--- config.mk ---
export PLATFORM = sky130hd
export DESIGN_NAME = fbsmc_station
export DESIGN_NICKNAME = d
export VERILOG_FILES = /design/src/core/fbsmc_pkg.sv /design/src/core/fbsmc_station.sv
export SDC_FILE = /design/constraint.sdc
export NUM_CORES = 1
export LEC_CHECK = 0
export ABC_AREA = 0
export BUFFER_PORTS_ARGS = -buffer_cell sky130_fd_sc_hd__buf_2
export CAP_MARGIN = 15
export CORE_ASPECT_RATIO = 0.5
export CORE_MARGIN = 1.5
export CORE_UTILIZATION = 30
export DETAILED_ROUTE_END_ITERATION = 7
export PLACE_DENSITY_LB_ADDON = 0.12
export RECOVER_POWER = 25
export SETUP_SLACK_MARGIN = 0.02
export SLEW_MARGIN = 15
export SYNTH_ARGS = -nofsm -noshare
export SYNTH_HDL_FRONTEND = slang
export SYNTH_SLANG_ARGS = --single-unit
--- constraint.sdc ---
create_clock -name clk_sys -period 6.15 [get_ports clk_sys]
set_clock_uncertainty 0.05 [all_clocks]
set_input_delay 0.9225 -clock clk_sys [delete_from_list [all_inputs] [get_ports clk_sys]]
set_output_delay 0.9225 -clock clk_sys [all_outputs]
set_load 0.005 [all_outputs]
--- src/core/fbsmc_pkg.sv ---
// Package of constants and carrier types for the station mode controller
package fbsmc_pkg;
    // Operating modes, explicit binary codes
    typedef enum logic [1:0] {
        FBSMC_IDLE  = 2'h0,
        FBSMC_READY = 2'h1,
        FBSMC_RUN   = 2'h2
    } fbsmc_mode_e;

    // Network mode commands
    typedef enum logic [1:0] {
        FBSMC_CMD_IDLE  = 2'h0,
        FBSMC_CMD_READY = 2'h1,
        FBSMC_CMD_RUN   = 2'h2
    } fbsmc_cmd_e;

    localparam int CLK_HZ = 25000000;            // System clock rate
    localparam int COMM_TIMEOUT_MS = 100;        // Default comm loss timeout
    localparam int COMM_TIMEOUT_CYC = CLK_HZ / 1000 * COMM_TIMEOUT_MS; // Rounded down
    localparam int DIAG_MS = 200;                // Power-up diagnostics time
    localparam int DIAG_CYC = CLK_HZ / 1000 * DIAG_MS;
    localparam int BLINK_MS = 10;                // Health blink half period
    localparam int BLINK_CYC = CLK_HZ / 1000 * BLINK_MS;
    localparam logic VAL_INVALID = 1'b1;         // Validity qualifier: invalid
    localparam logic VAL_VALID = 1'b0;           // Validity qualifier: valid
    localparam int NCH = 2;                      // Bus channels

    // One output word with its qualifier, travels through the buffer
    typedef struct packed {
        logic [7:0] data;                        // Output point states
        logic       qual;                        // Validity qualifier, 1 = invalid
    } fbsmc_word_s;
endpackage

--- src/core/fbsmc_station.sv ---
// Station mode controller: mode state, output path, validators, indicators
`timescale 1ns/1ps

module fbsmc_station #(
    parameter int COMM_TO_CYC = fbsmc_pkg::COMM_TIMEOUT_CYC, // Comm loss timeout
    parameter int DIAG_CYCLES = fbsmc_pkg::DIAG_CYC,          // Diagnostics duration
    parameter int BLINK_CYCLES = fbsmc_pkg::BLINK_CYC         // Blink half period
) (
    input wire logic clk_sys,                          // 25 MHz system clock
    input wire logic sys_rst,                          // Async reset, active high
    input wire logic [1:0] net_present,                // Network seen per channel
    input wire logic [1:0] carrier_det,                // Carrier detect per channel
    input wire logic [1:0] tx_active,                  // Transmitter active per channel
    input wire logic frame_ok,                         // Valid traffic from controller
    input wire logic cmd_valid,                        // Mode command strobe
    input wire fbsmc_pkg::fbsmc_cmd_e cmd_mode,        // Commanded mode
    input wire logic cfg_valid,                        // Configuration delivered
    input wire logic cfg_enable,                       // Configuration enabled
    input wire logic net_force_req,                    // Force request via network
    input wire logic out_valid,                        // Output word from network
    input wire fbsmc_pkg::fbsmc_word_s out_word,       // Output data and qualifier
    output logic out_ready,                            // Buffer can take a word
    input wire logic [7:0] nv_default,                 // Defaults from non-volatile store
    input wire logic [7:0] nv_force_mask,              // Forced points from store
    input wire logic [7:0] nv_force_val,               // Force values from store
    input wire logic hold_last,                        // 1 = hold last, 0 = default
    output logic nv_load,                              // Reload strobe to store
    input wire logic mod_ready,                        // Output modules take a word
    input wire logic [7:0] in_data,                    // Scanned input data
    input wire logic in_fault,                         // Module or circuit fault
    output logic [7:0] mod_out,                        // Drive to output modules
    output logic mod_out_valid,                        // Word forwarded to modules
    output logic scan_en,                              // I/O scan active
    output logic [7:0] in_tx_data,                     // Inputs gathered for bus
    output logic in_qual,                              // Input qualifier
    output logic out_qual,                             // Output qualifier
    output logic io_exch_en,                           // I/O data exchange allowed
    output logic presence_en,                          // Presence announcement allowed
    output logic handheld_mon_en,                      // Handheld monitoring allowed
    output logic force_reject,                         // Network force refused pulse
    output logic fault_status,                         // Fault flag in periodic status
    output logic cfg_held,                             // Configuration held
    output fbsmc_pkg::fbsmc_mode_e mode,               // Current mode
    output logic led_ok,                               // Health indicator
    output logic led_run,                              // Run indicator
    output logic [1:0] led_carrier,                    // Carrier indicators
    output logic [1:0] led_tx                          // Transmit indicators
);
    fbsmc_pkg::fbsmc_mode_e mode_reg, mode_next;       // Mode state
    logic [31:0] to_cnt_reg;                           // Silence counter
    logic comm_lost;                                   // Timeout reached
    logic cfg_reg;                                     // Config received
    logic [7:0] def_reg, fmask_reg, fval_reg;          // Reloaded settings
    logic [7:0] last_reg;                              // Last applied outputs
    fbsmc_pkg::fbsmc_word_s buf_reg [2];               // Two-entry buffer
    logic [1:0] cnt_reg;                               // Buffer occupancy
    logic wr_ptr_reg, rd_ptr_reg;                      // Buffer pointers
    logic [31:0] diag_cnt_reg, blink_cnt_reg;          // Health timers
    logic diag_done_reg, blink_reg;                    // Health state
    logic push, pop, buf_empty;                        // Buffer handshake terms

    // Either channel counts as network presence, so one medium on any connector works
    wire net_any = |net_present;

    // Controller traffic on frame_ok restarts the timer; held at zero outside Run
    always_ff @(posedge clk_sys or posedge sys_rst) begin
        if (sys_rst) begin
            to_cnt_reg <= 32'h0;
        end else if (frame_ok || mode_reg != fbsmc_pkg::FBSMC_RUN) begin
            to_cnt_reg <= 32'h0;
        end else if (!comm_lost) begin
            to_cnt_reg <= to_cnt_reg + 32'h1;
        end
    end
    assign comm_lost = (to_cnt_reg >= 32'(COMM_TO_CYC - 1));

    // Next mode decision
    always_comb begin
        mode_next = mode_reg;
        unique case (mode_reg)
            fbsmc_pkg::FBSMC_IDLE: begin
                // Needs network, config and a Ready command
                if (net_any && cmd_valid && cmd_mode == fbsmc_pkg::FBSMC_CMD_READY
                    && (cfg_reg || cfg_valid) && cfg_enable) begin
                    mode_next = fbsmc_pkg::FBSMC_READY;
                end
            end
            fbsmc_pkg::FBSMC_READY: begin
                if (cmd_valid && cmd_mode == fbsmc_pkg::FBSMC_CMD_IDLE) begin
                    mode_next = fbsmc_pkg::FBSMC_IDLE;
                end else if (cmd_valid && cmd_mode == fbsmc_pkg::FBSMC_CMD_RUN) begin
                    mode_next = fbsmc_pkg::FBSMC_RUN;
                end
            end
            fbsmc_pkg::FBSMC_RUN: begin
                if (comm_lost || !net_any) begin
                    mode_next = fbsmc_pkg::FBSMC_READY;
                end else if (cmd_valid && cmd_mode == fbsmc_pkg::FBSMC_CMD_READY) begin
                    mode_next = fbsmc_pkg::FBSMC_READY;
                end else if (cmd_valid && cmd_mode == fbsmc_pkg::FBSMC_CMD_IDLE) begin
                    mode_next = fbsmc_pkg::FBSMC_IDLE;
                end
            end
            default: mode_next = fbsmc_pkg::FBSMC_IDLE; // Illegal code recovers
        endcase
    end

    // Mode register, Idle after reset
    always_ff @(posedge clk_sys or posedge sys_rst) begin
        if (sys_rst) begin
            mode_reg <= fbsmc_pkg::FBSMC_IDLE;
        end else begin
            mode_reg <= mode_next;
        end
    end

    // Configuration kept only from Idle; dropped on return to Idle for reconfig
    always_ff @(posedge clk_sys or posedge sys_rst) begin
        if (sys_rst) begin
            cfg_reg <= 1'b0;
        end else if (mode_reg == fbsmc_pkg::FBSMC_IDLE && cfg_valid) begin
            cfg_reg <= 1'b1;
        end else if (mode_reg != fbsmc_pkg::FBSMC_IDLE && mode_next == fbsmc_pkg::FBSMC_IDLE) begin
            cfg_reg <= 1'b0;
        end
    end

    // Reload defaults and forces on Idle entry (and at reset release)
    wire idle_entry = (mode_next == fbsmc_pkg::FBSMC_IDLE) && (mode_reg != mode_next);
    logic first_reg;                                   // First cycle after reset
    always_ff @(posedge clk_sys or posedge sys_rst) begin
        if (sys_rst) begin
            first_reg <= 1'b1;
            def_reg <= 8'h00;
            fmask_reg <= 8'h00;
            fval_reg <= 8'h00;
            nv_load <= 1'b0;
        end else begin
            first_reg <= 1'b0;
            nv_load <= idle_entry || first_reg;
            if (nv_load) begin
                def_reg <= nv_default;
                fmask_reg <= nv_force_mask;
                fval_reg <= nv_force_val;
            end
        end
    end

    // Two-entry buffer; only Run accepts network output words
    assign out_ready = (cnt_reg != 2'h2) && (mode_reg == fbsmc_pkg::FBSMC_RUN);
    assign buf_empty = (cnt_reg == 2'h0);
    assign push = out_valid && out_ready;
    assign pop = !buf_empty && mod_ready;
    always_ff @(posedge clk_sys or posedge sys_rst) begin
        if (sys_rst) begin
            cnt_reg <= 2'h0;
            wr_ptr_reg <= 1'b0;
            rd_ptr_reg <= 1'b0;
            buf_reg[0] <= '0;
            buf_reg[1] <= '0;
        end else begin
            if (push) begin
                buf_reg[wr_ptr_reg] <= out_word;
                wr_ptr_reg <= ~wr_ptr_reg;
            end
            if (pop) begin
                rd_ptr_reg <= ~rd_ptr_reg;
            end
            cnt_reg <= cnt_reg + {1'b0, push} - {1'b0, pop};
        end
    end

    // Output drive: Run forwards valid words, otherwise default/hold then force
    always_ff @(posedge clk_sys or posedge sys_rst) begin
        if (sys_rst) begin
            mod_out <= 8'h00;
            last_reg <= 8'h00;
            mod_out_valid <= 1'b0;
            out_qual <= fbsmc_pkg::VAL_INVALID;
        end else if (mode_reg == fbsmc_pkg::FBSMC_RUN) begin
            mod_out_valid <= pop;
            if (pop && buf_reg[rd_ptr_reg].qual == fbsmc_pkg::VAL_VALID) begin
                mod_out <= buf_reg[rd_ptr_reg].data;
                last_reg <= buf_reg[rd_ptr_reg].data;
                out_qual <= fbsmc_pkg::VAL_VALID;
            end else if (pop) begin
                mod_out <= hold_last ? last_reg : def_reg;
                out_qual <= fbsmc_pkg::VAL_INVALID;
            end
        end else begin
            mod_out_valid <= 1'b0;
            mod_out <= ((hold_last ? last_reg : def_reg) & ~fmask_reg)
                       | (fval_reg & fmask_reg);
            out_qual <= (mode_reg == fbsmc_pkg::FBSMC_IDLE) ? fbsmc_pkg::VAL_INVALID
                                                        : out_qual;
        end
    end

    // Input gathering and fault reporting run in every mode
    always_ff @(posedge clk_sys or posedge sys_rst) begin
        if (sys_rst) begin
            in_tx_data <= 8'h00;
            in_qual <= fbsmc_pkg::VAL_INVALID;
            fault_status <= 1'b0;
        end else begin
            in_tx_data <= in_data;
            fault_status <= in_fault;
            in_qual <= (mode_reg == fbsmc_pkg::FBSMC_IDLE || in_fault)
                       ? fbsmc_pkg::VAL_INVALID : fbsmc_pkg::VAL_VALID;
        end
    end

    // Enables and status from mode; scan and presence stay on in every mode
    always_ff @(posedge clk_sys or posedge sys_rst) begin
        if (sys_rst) begin
            scan_en <= 1'b0;
            io_exch_en <= 1'b0;
            presence_en <= 1'b0;
            handheld_mon_en <= 1'b0;
            force_reject <= 1'b0;
            cfg_held <= 1'b0;
            mode <= fbsmc_pkg::FBSMC_IDLE;
            led_run <= 1'b0;
        end else begin
            scan_en <= 1'b1;
            io_exch_en <= (mode_reg == fbsmc_pkg::FBSMC_RUN);
            presence_en <= 1'b1;
            handheld_mon_en <= (mode_reg == fbsmc_pkg::FBSMC_IDLE && !cfg_reg)
                              || mode_reg == fbsmc_pkg::FBSMC_READY;
            force_reject <= net_force_req && (mode_reg == fbsmc_pkg::FBSMC_IDLE);
            cfg_held <= cfg_reg;
            mode <= mode_reg;
            led_run <= (mode_reg == fbsmc_pkg::FBSMC_RUN) && push;
        end
    end

    // Channel indicators, one pair per channel
    always_ff @(posedge clk_sys or posedge sys_rst) begin
        if (sys_rst) begin
            led_carrier <= 2'h0;
            led_tx <= 2'h0;
        end else begin
            led_carrier <= carrier_det;
            led_tx <= tx_active;
        end
    end

    // Health: blink during diagnostics then steady; blink is a slow toggle
    always_ff @(posedge clk_sys or posedge sys_rst) begin
        if (sys_rst) begin
            diag_cnt_reg <= 32'h0;
            blink_cnt_reg <= 32'h0;
            diag_done_reg <= 1'b0;
            blink_reg <= 1'b0;
            led_ok <= 1'b0;
        end else if (!diag_done_reg) begin
            diag_cnt_reg <= diag_cnt_reg + 32'h1;
            diag_done_reg <= (diag_cnt_reg >= 32'(DIAG_CYCLES - 1));
            if (blink_cnt_reg >= 32'(BLINK_CYCLES - 1)) begin
                blink_cnt_reg <= 32'h0;
                blink_reg <= ~blink_reg;
            end else begin
                blink_cnt_reg <= blink_cnt_reg + 32'h1;
            end
            led_ok <= blink_reg;
        end else begin
            led_ok <= 1'b1;
        end
    end
endmodule

* Yosys cells after proc, flatten, opt, wreduce, memory -nomap -nowiden
Cells that the tools add are included.
** Cells by class
- Add/sub/neg operators :: 5
- $mul :: 0
- Divide/modulo/power cells :: 0
- Order comparisons :: 6
- Eq/ne operators :: 9
- Shift-type cells :: 0
- Mux-type cells :: 30
- Bitwise logic cells :: 11
- Reductions and logical operators :: 38
** Operators by type and width (count)
- adder 32 x 1 -> 32 bit, second input constant :: 3
- 2-to-1 mux 32 bit :: 3
- 2-to-1 mux 9 bit :: 4
- >= comparator 32 x 18 -> 1 bit, second input constant :: 1
- >= comparator 32 x 22 -> 1 bit, second input constant :: 1
- >= comparator 32 x 23 -> 1 bit, second input constant :: 1
- 2-to-1 mux 8 bit :: 4
- bitwise mux 18 bit :: 1
- logical AND 1 bit :: 18
- bitwise AND 8 bit :: 2
- 2-to-1 mux 2 bit :: 6
- 2-to-1 mux 1 bit :: 10
- demux 9 bit (select 1 bit) :: 1
- logical NOT 2 bit :: 4
- inverter 8 bit :: 1
- OR 8 bit :: 1
- logical OR 1 bit :: 6
- case mux 2 bit (3 select lines) :: 1
- AND reduction 2 bit :: 3
- nonzero test 2 bit :: 3
- inverter 1 bit :: 5
- == test 2 x 1 -> 1 bit, second input constant :: 2
- == test 2 bit, second input constant :: 2
- >= comparator 2 bit, second input constant :: 2
- 10 further kinds :: 14
** Word-level totals
- Register bits after elaboration :: 190
- Bits in latches :: 0
- RAM bits :: 0
- ROM bits :: 0
- Output and inout port bits :: 36
- Logic and storage cells :: 135
- Memories :: 0

* Depth between registers and ports, before layout
Gate-level depths: netlist of the first run.
- Depth after elaboration :: 11
- Mapped depth :: 10
- Gate-level depth less buffers :: 10

* Worst setup path before layout of the first run
OpenSTA, ideal clock, no wires.
- Kind :: input -> register
- Start point :: input cmd_valid
- End point :: register cfg_reg
- Setup time :: 0.138 ns
- Arrival :: 2.185 ns
- Required time :: 5.962 ns
- Setup slack :: 3.777 ns
- Cell stages on the path :: 6
- Buffers on the path :: 0
- Cell sequence :: nor2b_1 > nor2_1 > a211o_1 > o32a_1 > a2111oi_0 > nor2_1
** On the way
- Longest elaborated chain between the ends :: 9
- Elaborated cells between the ends (all ways) :: 17
- Classes of those cells :: mux (7); reduce/logical (10)
** Ends and longest elaborated chain
- from (decl) :: RTL line fbsmc_station.sv:15 : input wire logic cmd_valid,
- logical AND 1 bit (2 in series) :: RTL line fbsmc_station.sv:83 : if (net_any && cmd_valid && cmd_mode == fbsmc_pkg::FBSMC_CMD_READY
- logical AND 1 bit (2 in series) :: RTL line fbsmc_station.sv:84 : && (cfg_reg || cfg_valid) && cfg_enable) begin
- 2-to-1 mux 2 bit :: RTL line fbsmc_station.sv:83
- case mux 2 bit (3 select lines) (*) :: RTL line fbsmc_station.sv:80 : unique case (mode_reg)
- via mode_next[0] :: RTL line fbsmc_station.sv:49 : fbsmc_pkg::fbsmc_mode_e mode_reg, mode_next;
- logical NOT 2 bit (*) :: RTL line fbsmc_station.sv:123 : end else if (mode_reg != fbsmc_pkg::FBSMC_IDLE && mode_next == fbsmc_pkg::FBSMC_IDLE) begin
- logical AND 1 bit (*) :: RTL line fbsmc_station.sv:123
- nonzero test 2 bit (no source line) (*)
- to (signal assigned) :: RTL line fbsmc_station.sv:120 : cfg_reg <= 1'b0;
- to (signal assigned) :: RTL line fbsmc_station.sv:122 : cfg_reg <= 1'b1;
- to (signal assigned) :: RTL line fbsmc_station.sv:124 : cfg_reg <= 1'b0;
- to (decl) :: RTL line fbsmc_station.sv:52 : logic cfg_reg;
Mark *: on every way through the listed nets, which the timed path passes. The rest lies on a longest branch.
A chain may end at the register's enable or synchronous reset.

* Worst setup path after layout of the first run
- Start point :: register cnt_reg[1]
- End point :: register last_reg[6]
** On the way
- Longest elaborated chain between the ends :: 5
** Ends and longest elaborated chain
- from (decl) :: RTL line fbsmc_station.sv:56 : logic [1:0] cnt_reg;
- from (signal assigned) :: RTL line fbsmc_station.sv:169 : cnt_reg <= cnt_reg + {1'b0, push} - {1'b0, pop};
- logical NOT 2 bit :: RTL line fbsmc_station.sv:151 : assign buf_empty = (cnt_reg == 2'h0);
- logical NOT 1 bit :: RTL line fbsmc_station.sv:153 : assign pop = !buf_empty && mod_ready;
- logical AND 1 bit :: RTL line fbsmc_station.sv:153
- logical AND 1 bit :: RTL line fbsmc_station.sv:182 : if (pop && buf_reg[rd_ptr_reg].qual == fbsmc_pkg::VAL_VALID) begin
- AND reduction 2 bit (no source line)
- to (signal assigned) :: RTL line fbsmc_station.sv:184 : last_reg <= buf_reg[rd_ptr_reg].data;
- to (decl) :: RTL line fbsmc_station.sv:54 : logic [7:0] last_reg;
No other way between the ends.

==> results.cfg, run 1 <==
[yosys]
synth_top_area_share_pct = 56.1
synth_fp_nets = 811
ys.flop_type = dfrtp_1
synth_cells = 746
synth-edff-count = 0
ys_types = 60
netlist_area_um2 = 8330
synth_area_per_cell_um2 = 11.2
synth_top_area_cell = dfrtp_1
ys_seq_elements = 190
async_flop_share_pct = 100
synth.area.top_cells = dfrtp_1, mux2_2, xnor2_1
synth_warnings = 0
yosysSeqAreaShare_pct = 57.1

[timing]
setup_violations = 0
hold_viol = 0
setup_slack_ns = 2.88
finalMaxSlewViolations = 25
period_needed_ns = 3.27
tightest_slew_ns = 1.50
fin_crit_sh_pct = 53.1
max-slew-margin-rel_pct = -0.0468
max_freq_mhz = 306
rsz0062_at_grt = no
tns_ns = 0

[placed_design]
post-place-ws_ns = 3.05
place_inst = 1194
dpl_cell_area_um2 = 9220
portBuffers = 95
routabilityCongestion = 0.746
dp_hpwl_um = 12400

[power_and_ir_drop]
leakage_nw = 4.41
total_power_w = 0.00282
ir_drop_v = 0.000140
power_density_nw_per_um2 = 286

[flow_run]
maxCapViolations = 1

[floorplan]
ios = 96
die_w_um = 239
dieArea_um2 = 28900
placementRows = 42
core_area_um2 = 26900
start_util_pct = 31.0
die_h_um = 121

[clock_network]
postCtsResizedCells = 0
clockRootBuffer = clkbuf_16
clock_path_buffers = 2
htree_levels = 4
cts_tree = built
cts_sinks = 190
cts_inserted_buffers = 17
post_cts_buffers = 0
cts_hold_buf = 0
cts.reportedPaths.clkPinSlew_ns = 0.07
insertion_delay_ns = 0.44

[finish]
final_nets = 904
diodes = 0
fin_area_um2 = 9850
instances_no_fill = 1226
drive_above_1_share_pct = 23.6
area_growth_pct = 18.2

[detailed_routing]
drt_first_iter_violations = 344
via_per_inst = 4.64
routedWlPerCell_um = 14.8
drt_first_pass_iters = 4
wirelength_um = 18100
vias = 5694
drc = 0
ant_nets = 0

[global_routing]
grt_pass1_vias = 5810
antenna_found_initial = 0
grt_max_degree = 191
grt_pass1_wl_um = 30700
grt_usage_pct = 13.7
overflow = 0

[setup_path]
critPathRequiredTime_ns = 6.40
cp.buffers_inverters = 1
cp_common_cell = o21ai_0
slowest_delay_ns = 1.10
slowest_stage = o21ai_0
critPathArrivalTime_ns = 3.52
path_cells = o21ai_0, inv_1, nand2_1, or2_2, o21ai_0
startpoint_type = flip-flop
endpoint_kind = flip-flop
critPathKind = flip-flop to flip-flop
cp_top_family = compound AO/OA/AOI/OAI gates
critPathMaxFanout = 18

[run_status]
status = finished, violations left
violations = max-capacitance violations, max-slew violations

[hold_path]
hold_class = flip-flop to flip-flop
==> cell usage after synthesis, types with 4 or more instances <==
cell type / number
and2_1: 18
nand2_1: 68
a21oi_1: 15
nor2_1: 80
ha_1: 5
mux2i_1: 10
and3_1: 9
mux2_2: 59
a31oi_1: 12
or2_2: 5
nor4b_1: 4
nand3_1: 32
dfrtp_1: 187
xnor2_1: 43
inv_1: 13
nand4_1: 15
xor2_1: 26
clkbuf_1: 19
nor3_1: 14
o21ai_0: 25
nor4_1: 17
nand2b_1: 6
and4_1: 10
==> cell families (layout without fill, tap and decap cells) <==
family	count (synthesis)	after routing	synth area share, %
AOI/OAI and AO/OA	76	76	5.90
xor gates and xnor gates	69	69	7.25
adders and majority gates	5	5	0.751
buffers and inverters	38	144	1.80
DFF	190	190	57.1
muxes	69	69	9.17
other	2	2	0.0901
and+or+nand+nor	297	297	17.9
==> worst reg2reg max path: stages, from the launching register on <==
cell and delay (ns):
dfrtp_1 0.41, o21ai_0 1.10, inv_1 0.51, nand2_1 0.54, or2_2 0.36, o21ai_0 0.16
==> worst paths after layout <==
path,from,end,slack (ns),cells past startpoint
min in group asynchronous,sys_rst,in_tx_data[7],0.74,3
max in group asynchronous,sys_rst,buf_reg[10],4.54,3
worst min-delay path,cfg_reg,cfg_held,0.40,0
worst max register to register,cnt_reg[1],last_reg[6],2.88,5
worst min register to register,cfg_reg,cfg_held,0.40,0
worst max-delay path,cnt_reg[1],last_reg[6],2.88,5
==> power by group <==
group	total (W)	internal, W	switching (W)	leakage (nW)
combinational	0.000246	0.000121	0.000125	1.62
clock	0.00119	0.000713	0.000478	0.307
sequential	0.00138	0.00132	0.0000582	2.49
==> layer usage <==
layer	up-vias	wire length, um	track usage [%]
li1	2776	-	-
met1	2838	9010	18.6
met2	66	8350	21.1
met3	14	510	3.07
met4	0	239	5.62
met5	-	0	0
==> area by class of cell <==
cell class | count | area [um2]
Fill cell | 2676 | 17000
Sequential cell | 190 | 4760
Multi-Input combinational cell | 518 | 3430
Timing Repair Buffer | 98 | 504
Clock buffer | 22 | 474
Tap cell | 374 | 468
Clock inverter | 10 | 159
Inverter | 14 | 53.8
==> cells in the final DEF (no fill, tap or decap), drive strengths merged, types with 5 or more instances in the layout <==
master / n
nand2b: 6
and4: 10
nor3: 14
inv: 13
a31oi: 12
xnor2: 43
o21ai: 25
nand4: 16
mux2: 59
dfrtp: 187
xor2: 26
and2: 18
nand3: 32
clkbuf: 25
and3: 9
mux2i: 10
or2: 7
nand2: 68
buf: 95
a21oi: 16
nor2: 81
nor4: 18
ha: 5
==> per-stage QoR <==
step / hold slack (ns) / utilization (%)
detailed placement: 0.387 / 34.3
finish: 0.400 / 36.7
global placement: 0.384 / 34.3
floorplan: 0.340 / -
global route: 0.418 / 36.7
CTS: 0.404 / 36.7
Note: power is estimated with default switching activity, not from simulation.
==> run 2: changes to the inputs <==
Settings changed: ABC_AREA 0 to 1.
Clock period 6.15 ns to 3 ns, I/O delays scaled along.
==> results.cfg, run 2 <==
[floorplan]
die_h_um = 123
placementRows = 43
dieArea_um2 = 30100
start_util_pct = 31.0
core_area_um2 = 28100
die_w_um = 244
ios = 96

[yosys]
synth.area.top_cells = dfrtp_1, nand2_1, inv_1
async_flop_share_pct = 100
ys_seq_elements = 190
synth_area_per_cell_um2 = 8.94
synth_top_area_cell = dfrtp_1
synth_warnings = 0
synth_cells = 974
synth_fp_nets = 1039
netlist_area_um2 = 8700
synth_top_area_share_pct = 53.8
ys_top_cells_by_count = nand2_1, dfrtp_1, inv_1
yosysSeqAreaShare_pct = 54.7
post-synth-top-count-cell = nand2_1
ys_types = 48
ys.flop_type = dfrtp_1
synth-edff-count = 0

[run_status]
status = completed

[detailed_routing]
via_per_inst = 4.44
vias = 6542
drc = 0
routedWlPerCell_um = 13.3
drt_first_iter_violations = 368
drt_first_pass_iters = 6
wirelength_um = 19600
ant_nets = 0

[hold_path]
holdPathStages = 1
hold_class = input port to flip-flop

[placed_design]
dp_hpwl_um = 14200
post-place-ws_ns = 0.780
portBuffers = 95
routabilityCongestion = 0.835

[global_routing]
antenna_found_initial = 0
grt_pass1_wl_um = 33200
grt_pass1_vias = 6597
grt_usage_pct = 14.1
overflow = 0
grt_max_degree = 86

[timing]
setup_violations = 0
hold_viol = 0
tns_ns = 0
setup_slack_ns = 0.478
tightest_slew_ns = 1.28
rsz0062_at_grt = no
max-slew-margin-rel_pct = 14.6
fin_crit_sh_pct = 84.1
max_freq_mhz = 397
period_needed_ns = 2.52
finalMaxSlewViolations = 0
whs_ns = 0.0596

[clock_network]
postCtsResizedCells = 0
cts_inserted_buffers = 17
insertion_delay_ns = 0.44
cts.reportedPaths.clkPinSlew_ns = 0.07
clock_path_buffers = 2
cts_sinks = 190
post_cts_buffers = 0
clockRootBuffer = clkbuf_16
cts_tree = built
cts_hold_buf = 1
htree_levels = 4

[power_and_ir_drop]
ir_drop_v = 0.000429
power_density_nw_per_um2 = 611
leakage_nw = 4.99

[flow_run]
maxCapViolations = 0

[setup_path]
critPathKind = flip-flop to output port
critPathRequiredTime_ns = 2.50
reg2regPathDepth = 6
critPathArrivalTime_ns = 2.02
critPathMaxFanout = 22
startpoint_type = flip-flop
endpoint_kind = output port

[finish]
final_cell_mix = nand2_1, dfrtp_1, inv_1
diodes = 0
area_growth_pct = 17.7
final_common_cell = nand2_1
drive_above_1_share_pct = 17.2
final_nets = 1143
[run 2: cell count changes after synthesis, sizes merged, moves of 11 or more]
cell	previous run	this run
inv	13	130
mux2	59	17
and2	18	0
nand3	32	44
o21ai	25	83
nor3	14	25
xnor2	43	10
a21oi	16	27
nand2	68	232
[run 2: path summary, 6_finish.rpt]
| kind | startpoint | to | slack [ns] |
|---|---|---|---|
| worst max-delay path | mode_reg[0] | out_ready | 0.48 |
| worst min-delay path | tx_active[1] | led_tx[1] | 0.06 |
| worst max register to register | mode_reg[0] | mod_out[0] | 0.61 |
| worst min register to register | cfg_reg | cfg_held | 0.41 |
| max in group asynchronous | sys_rst | cfg_reg | 0.81 |
| min in group asynchronous | sys_rst | last_reg[0] | 0.58 |
[run 2: cells by family (layout without fill, tap and decap cells)]
family                     after synthesis  after routing  share of synthesized area, %
and+or+nand+nor                        430            430                          22.7
xor gates and xnor gates                43             43                          4.33
muxes                                   17             17                          2.20
other                                    2              2                        0.0863
AOI/OAI and AO/OA                      135            135                          8.52
buffers and inverters                  152            268                          6.80
DFF                                    190            190                          54.7
adders and majority gates                5              5                         0.719
[run 2: metal layers]
layer | global-route usage [%] | share of wire (%) | up-vias
li1 | - | - | 3340
met2 | 23.1 | 48 | 79
met5 | 0 | 0 | -
met4 | 5.17 | 1.4 | 0
met1 | 18.2 | 48 | 3102
met3 | 3.45 | 3.0 | 21
[run 2: layout make-up]
class | instances | area [um2]
fillers | 2951 | 17800
flip-flops and latches | 190 | 4760
multi-input cells | 632 | 3330
repair buffers | 107 | 567
inverters | 130 | 492
clock buffers | 22 | 484
well taps | 382 | 478
clock inverters | 9 | 133
[run 2: report_power, final]
part           internal [W]  switching (W)  total, W  leakage (nW)
combinational      0.000331       0.000492  0.000823          2.25
sequential          0.00288       0.000164   0.00304          2.44
clock               0.00140        0.00100   0.00240         0.299
total               0.00460        0.00166   0.00626          4.99
[run 2: worst max-delay path, cell delays in order, from the launching register on]
cell,delay (ns)
dfrtp_1,0.44
nor2_1,0.26
inv_1,0.43
a21oi_2,0.29
buf_2,0.15
[run 2: through the flow]
step	util, %	cell area (um2)	cells	total power [W]
global route	36.5	10200	1472	0.00665
CTS	36.6	10300	1472	0.00640
floorplan	-	8710	974	0.00360
global placement	34.4	9650	1440	0.00394
finish	36.5	10200	1472	0.00626
detailed placement	34.4	9650	1440	0.00395
==> run 3: changes to the inputs <==
Settings changed: ABC_AREA 1 to 0.
Clock period 3 ns to 2.6 ns, I/O delays scaled along.
==> results.cfg, run 3 (synthesis results as in run 1) <==
[detailed_routing]
drt_first_iter_violations = 361
vias = 5770
via_per_inst = 4.60
routedWlPerCell_um = 14.7
wirelength_um = 18400
drt_first_pass_iters = 7
drc = 0
ant_nets = 0

[placed_design]
routabilityCongestion = 0.751
portBuffers = 95
dp_hpwl_um = 12900

[clock_network]
clock_path_buffers = 2
post_cts_buffers = 0
cts_tree = built
cts_hold_buf = 13
cts_sinks = 190
postCtsResizedCells = 0
cts.reportedPaths.clkPinSlew_ns = 0.07
insertion_delay_ns = 0.45
cts_inserted_buffers = 17
clockRootBuffer = clkbuf_16
htree_levels = 4

[timing]
period_needed_ns = 2.40
fin_crit_sh_pct = 92.2
tns_ns = 0
finalMaxSlewViolations = 191
rsz0062_at_grt = no
max-slew-margin-rel_pct = -36.5
hold_viol = 0
setup_violations = 0
max_freq_mhz = 417
tightest_slew_ns = 2.05
whs_ns = 0.104

[setup_path]
critPathArrivalTime_ns = 2.72
startpoint_type = flip-flop
r2r_start = to_cnt_reg[16]
rrSetupSlack_ns = 0.20
reg2regPathDepth = 6
endpoint_kind = flip-flop
r2r_end = to_cnt_reg[20]
critPathKind = flip-flop to flip-flop
critPathMaxFanout = 10
critPathRequiredTime_ns = 2.92

[power_and_ir_drop]
leakage_nw = 4.55
ir_drop_v = 0.000290
power_density_nw_per_um2 = 668
total_power_w = 0.00675

[floorplan]
die_h_um = 121
dieArea_um2 = 28900
die_w_um = 239
ios = 96
core_area_um2 = 26900
start_util_pct = 31.0
placementRows = 42

[finish]
area_growth_pct = 21.3
final_util_pct = 37.7
final_common_cell = dfrtp_1
drive_above_1_share_pct = 25.1
final_cell_mix = dfrtp_1, buf_2, nor2_1
final_nets = 932

[run_status]
status = finished, violations left
violations = max-capacitance violations, max-slew violations

[hold_path]
holdPathStages = 2
worst_hold_path.endpoint = force_reject
hold_class = input port to flip-flop
hold_path.startpoint = net_force_req

[global_routing]
antenna_found_initial = 1
grt_pass1_vias = 5789
grt_max_degree = 110
grt_pass1_wl_um = 30900
grt_usage_pct = 13.9
overflow = 0

[flow_run]
maxCapViolations = 1
## run 3: cell count changes in the layout (fill, tap and decap cells not counted), sizes merged, moves of 10 or more
cell,change
a21oi,-11
a31oi,+10
and2,+18
and4,+10
dlygate4sd3,+12
inv,-116
mux2,+42
mux2i,+10
nand2,-164
nand3,-12
nor3,-11
o211ai,-10
o21ai,-58
xnor2,+33
## run 3: stage by stage
step / instances / instance area [um2] / setup slack [ns]
after floorplan: 746 / 8340 / -0.286
after global placement: 1209 / 9360 / 0.281
after detailed placement: 1209 / 9360 / 0.209
after CTS: 1254 / 10100 / 0.191
after global routing: 1255 / 10100 / 0.0448
final: 1255 / 10100 / 0.203
## run 3: worst max-delay path, cell delays in order, from the launching register on
cell and delay (ns):
dfrtp_1 0.43, a311o_1 0.37, nand2_1 0.09, nand4_2 0.27
or2_1 0.43, or4_1 0.53, a21oi_1 0.15
## run 3: worst max-delay path by stage
stage	start	end	depth (start not counted)
2_1_floorplan	sys_rst	blink_cnt_reg[0]	1
3_3_place_gp	to_cnt_reg[16]	cfg_reg	6
3_5_place_dp	to_cnt_reg[16]	nv_load	6
4_1_cts	to_cnt_reg[16]	to_cnt_reg[20]	6
5_1_grt	to_cnt_reg[16]	to_cnt_reg[20]	6
6_report	to_cnt_reg[16]	to_cnt_reg[20]	6
## run 3: report_power, final
group | internal [W] | total, W | switching, W
Combinational | 0.000318 | 0.000660 | 0.000342
Clock | 0.00169 | 0.00287 | 0.00117
Sequential | 0.00313 | 0.00323 | 0.0000985
Total | 0.00514 | 0.00675 | 0.00161
## run 3: final cells by class
| type | instances | area, um2 |
|---|---|---|
| timing repair buffer | 126 | 751 |
| clock inverter | 12 | 183 |
| sequential | 190 | 4760 |
| multi-input combinational | 518 | 3430 |
| fill | 2642 | 16700 |
| clock buffer | 20 | 467 |
| tap | 374 | 468 |
| inverter | 14 | 53.8 |
| antenna | 1 | 2.50 |
## run 3: routing by layer
layer / share of wire (%) / track usage [%]
met5: 0 / 0
met4: 1.5 / 4.71
met3: 3.7 / 4.16
met2: 45 / 21.1
met1: 49 / 18.8
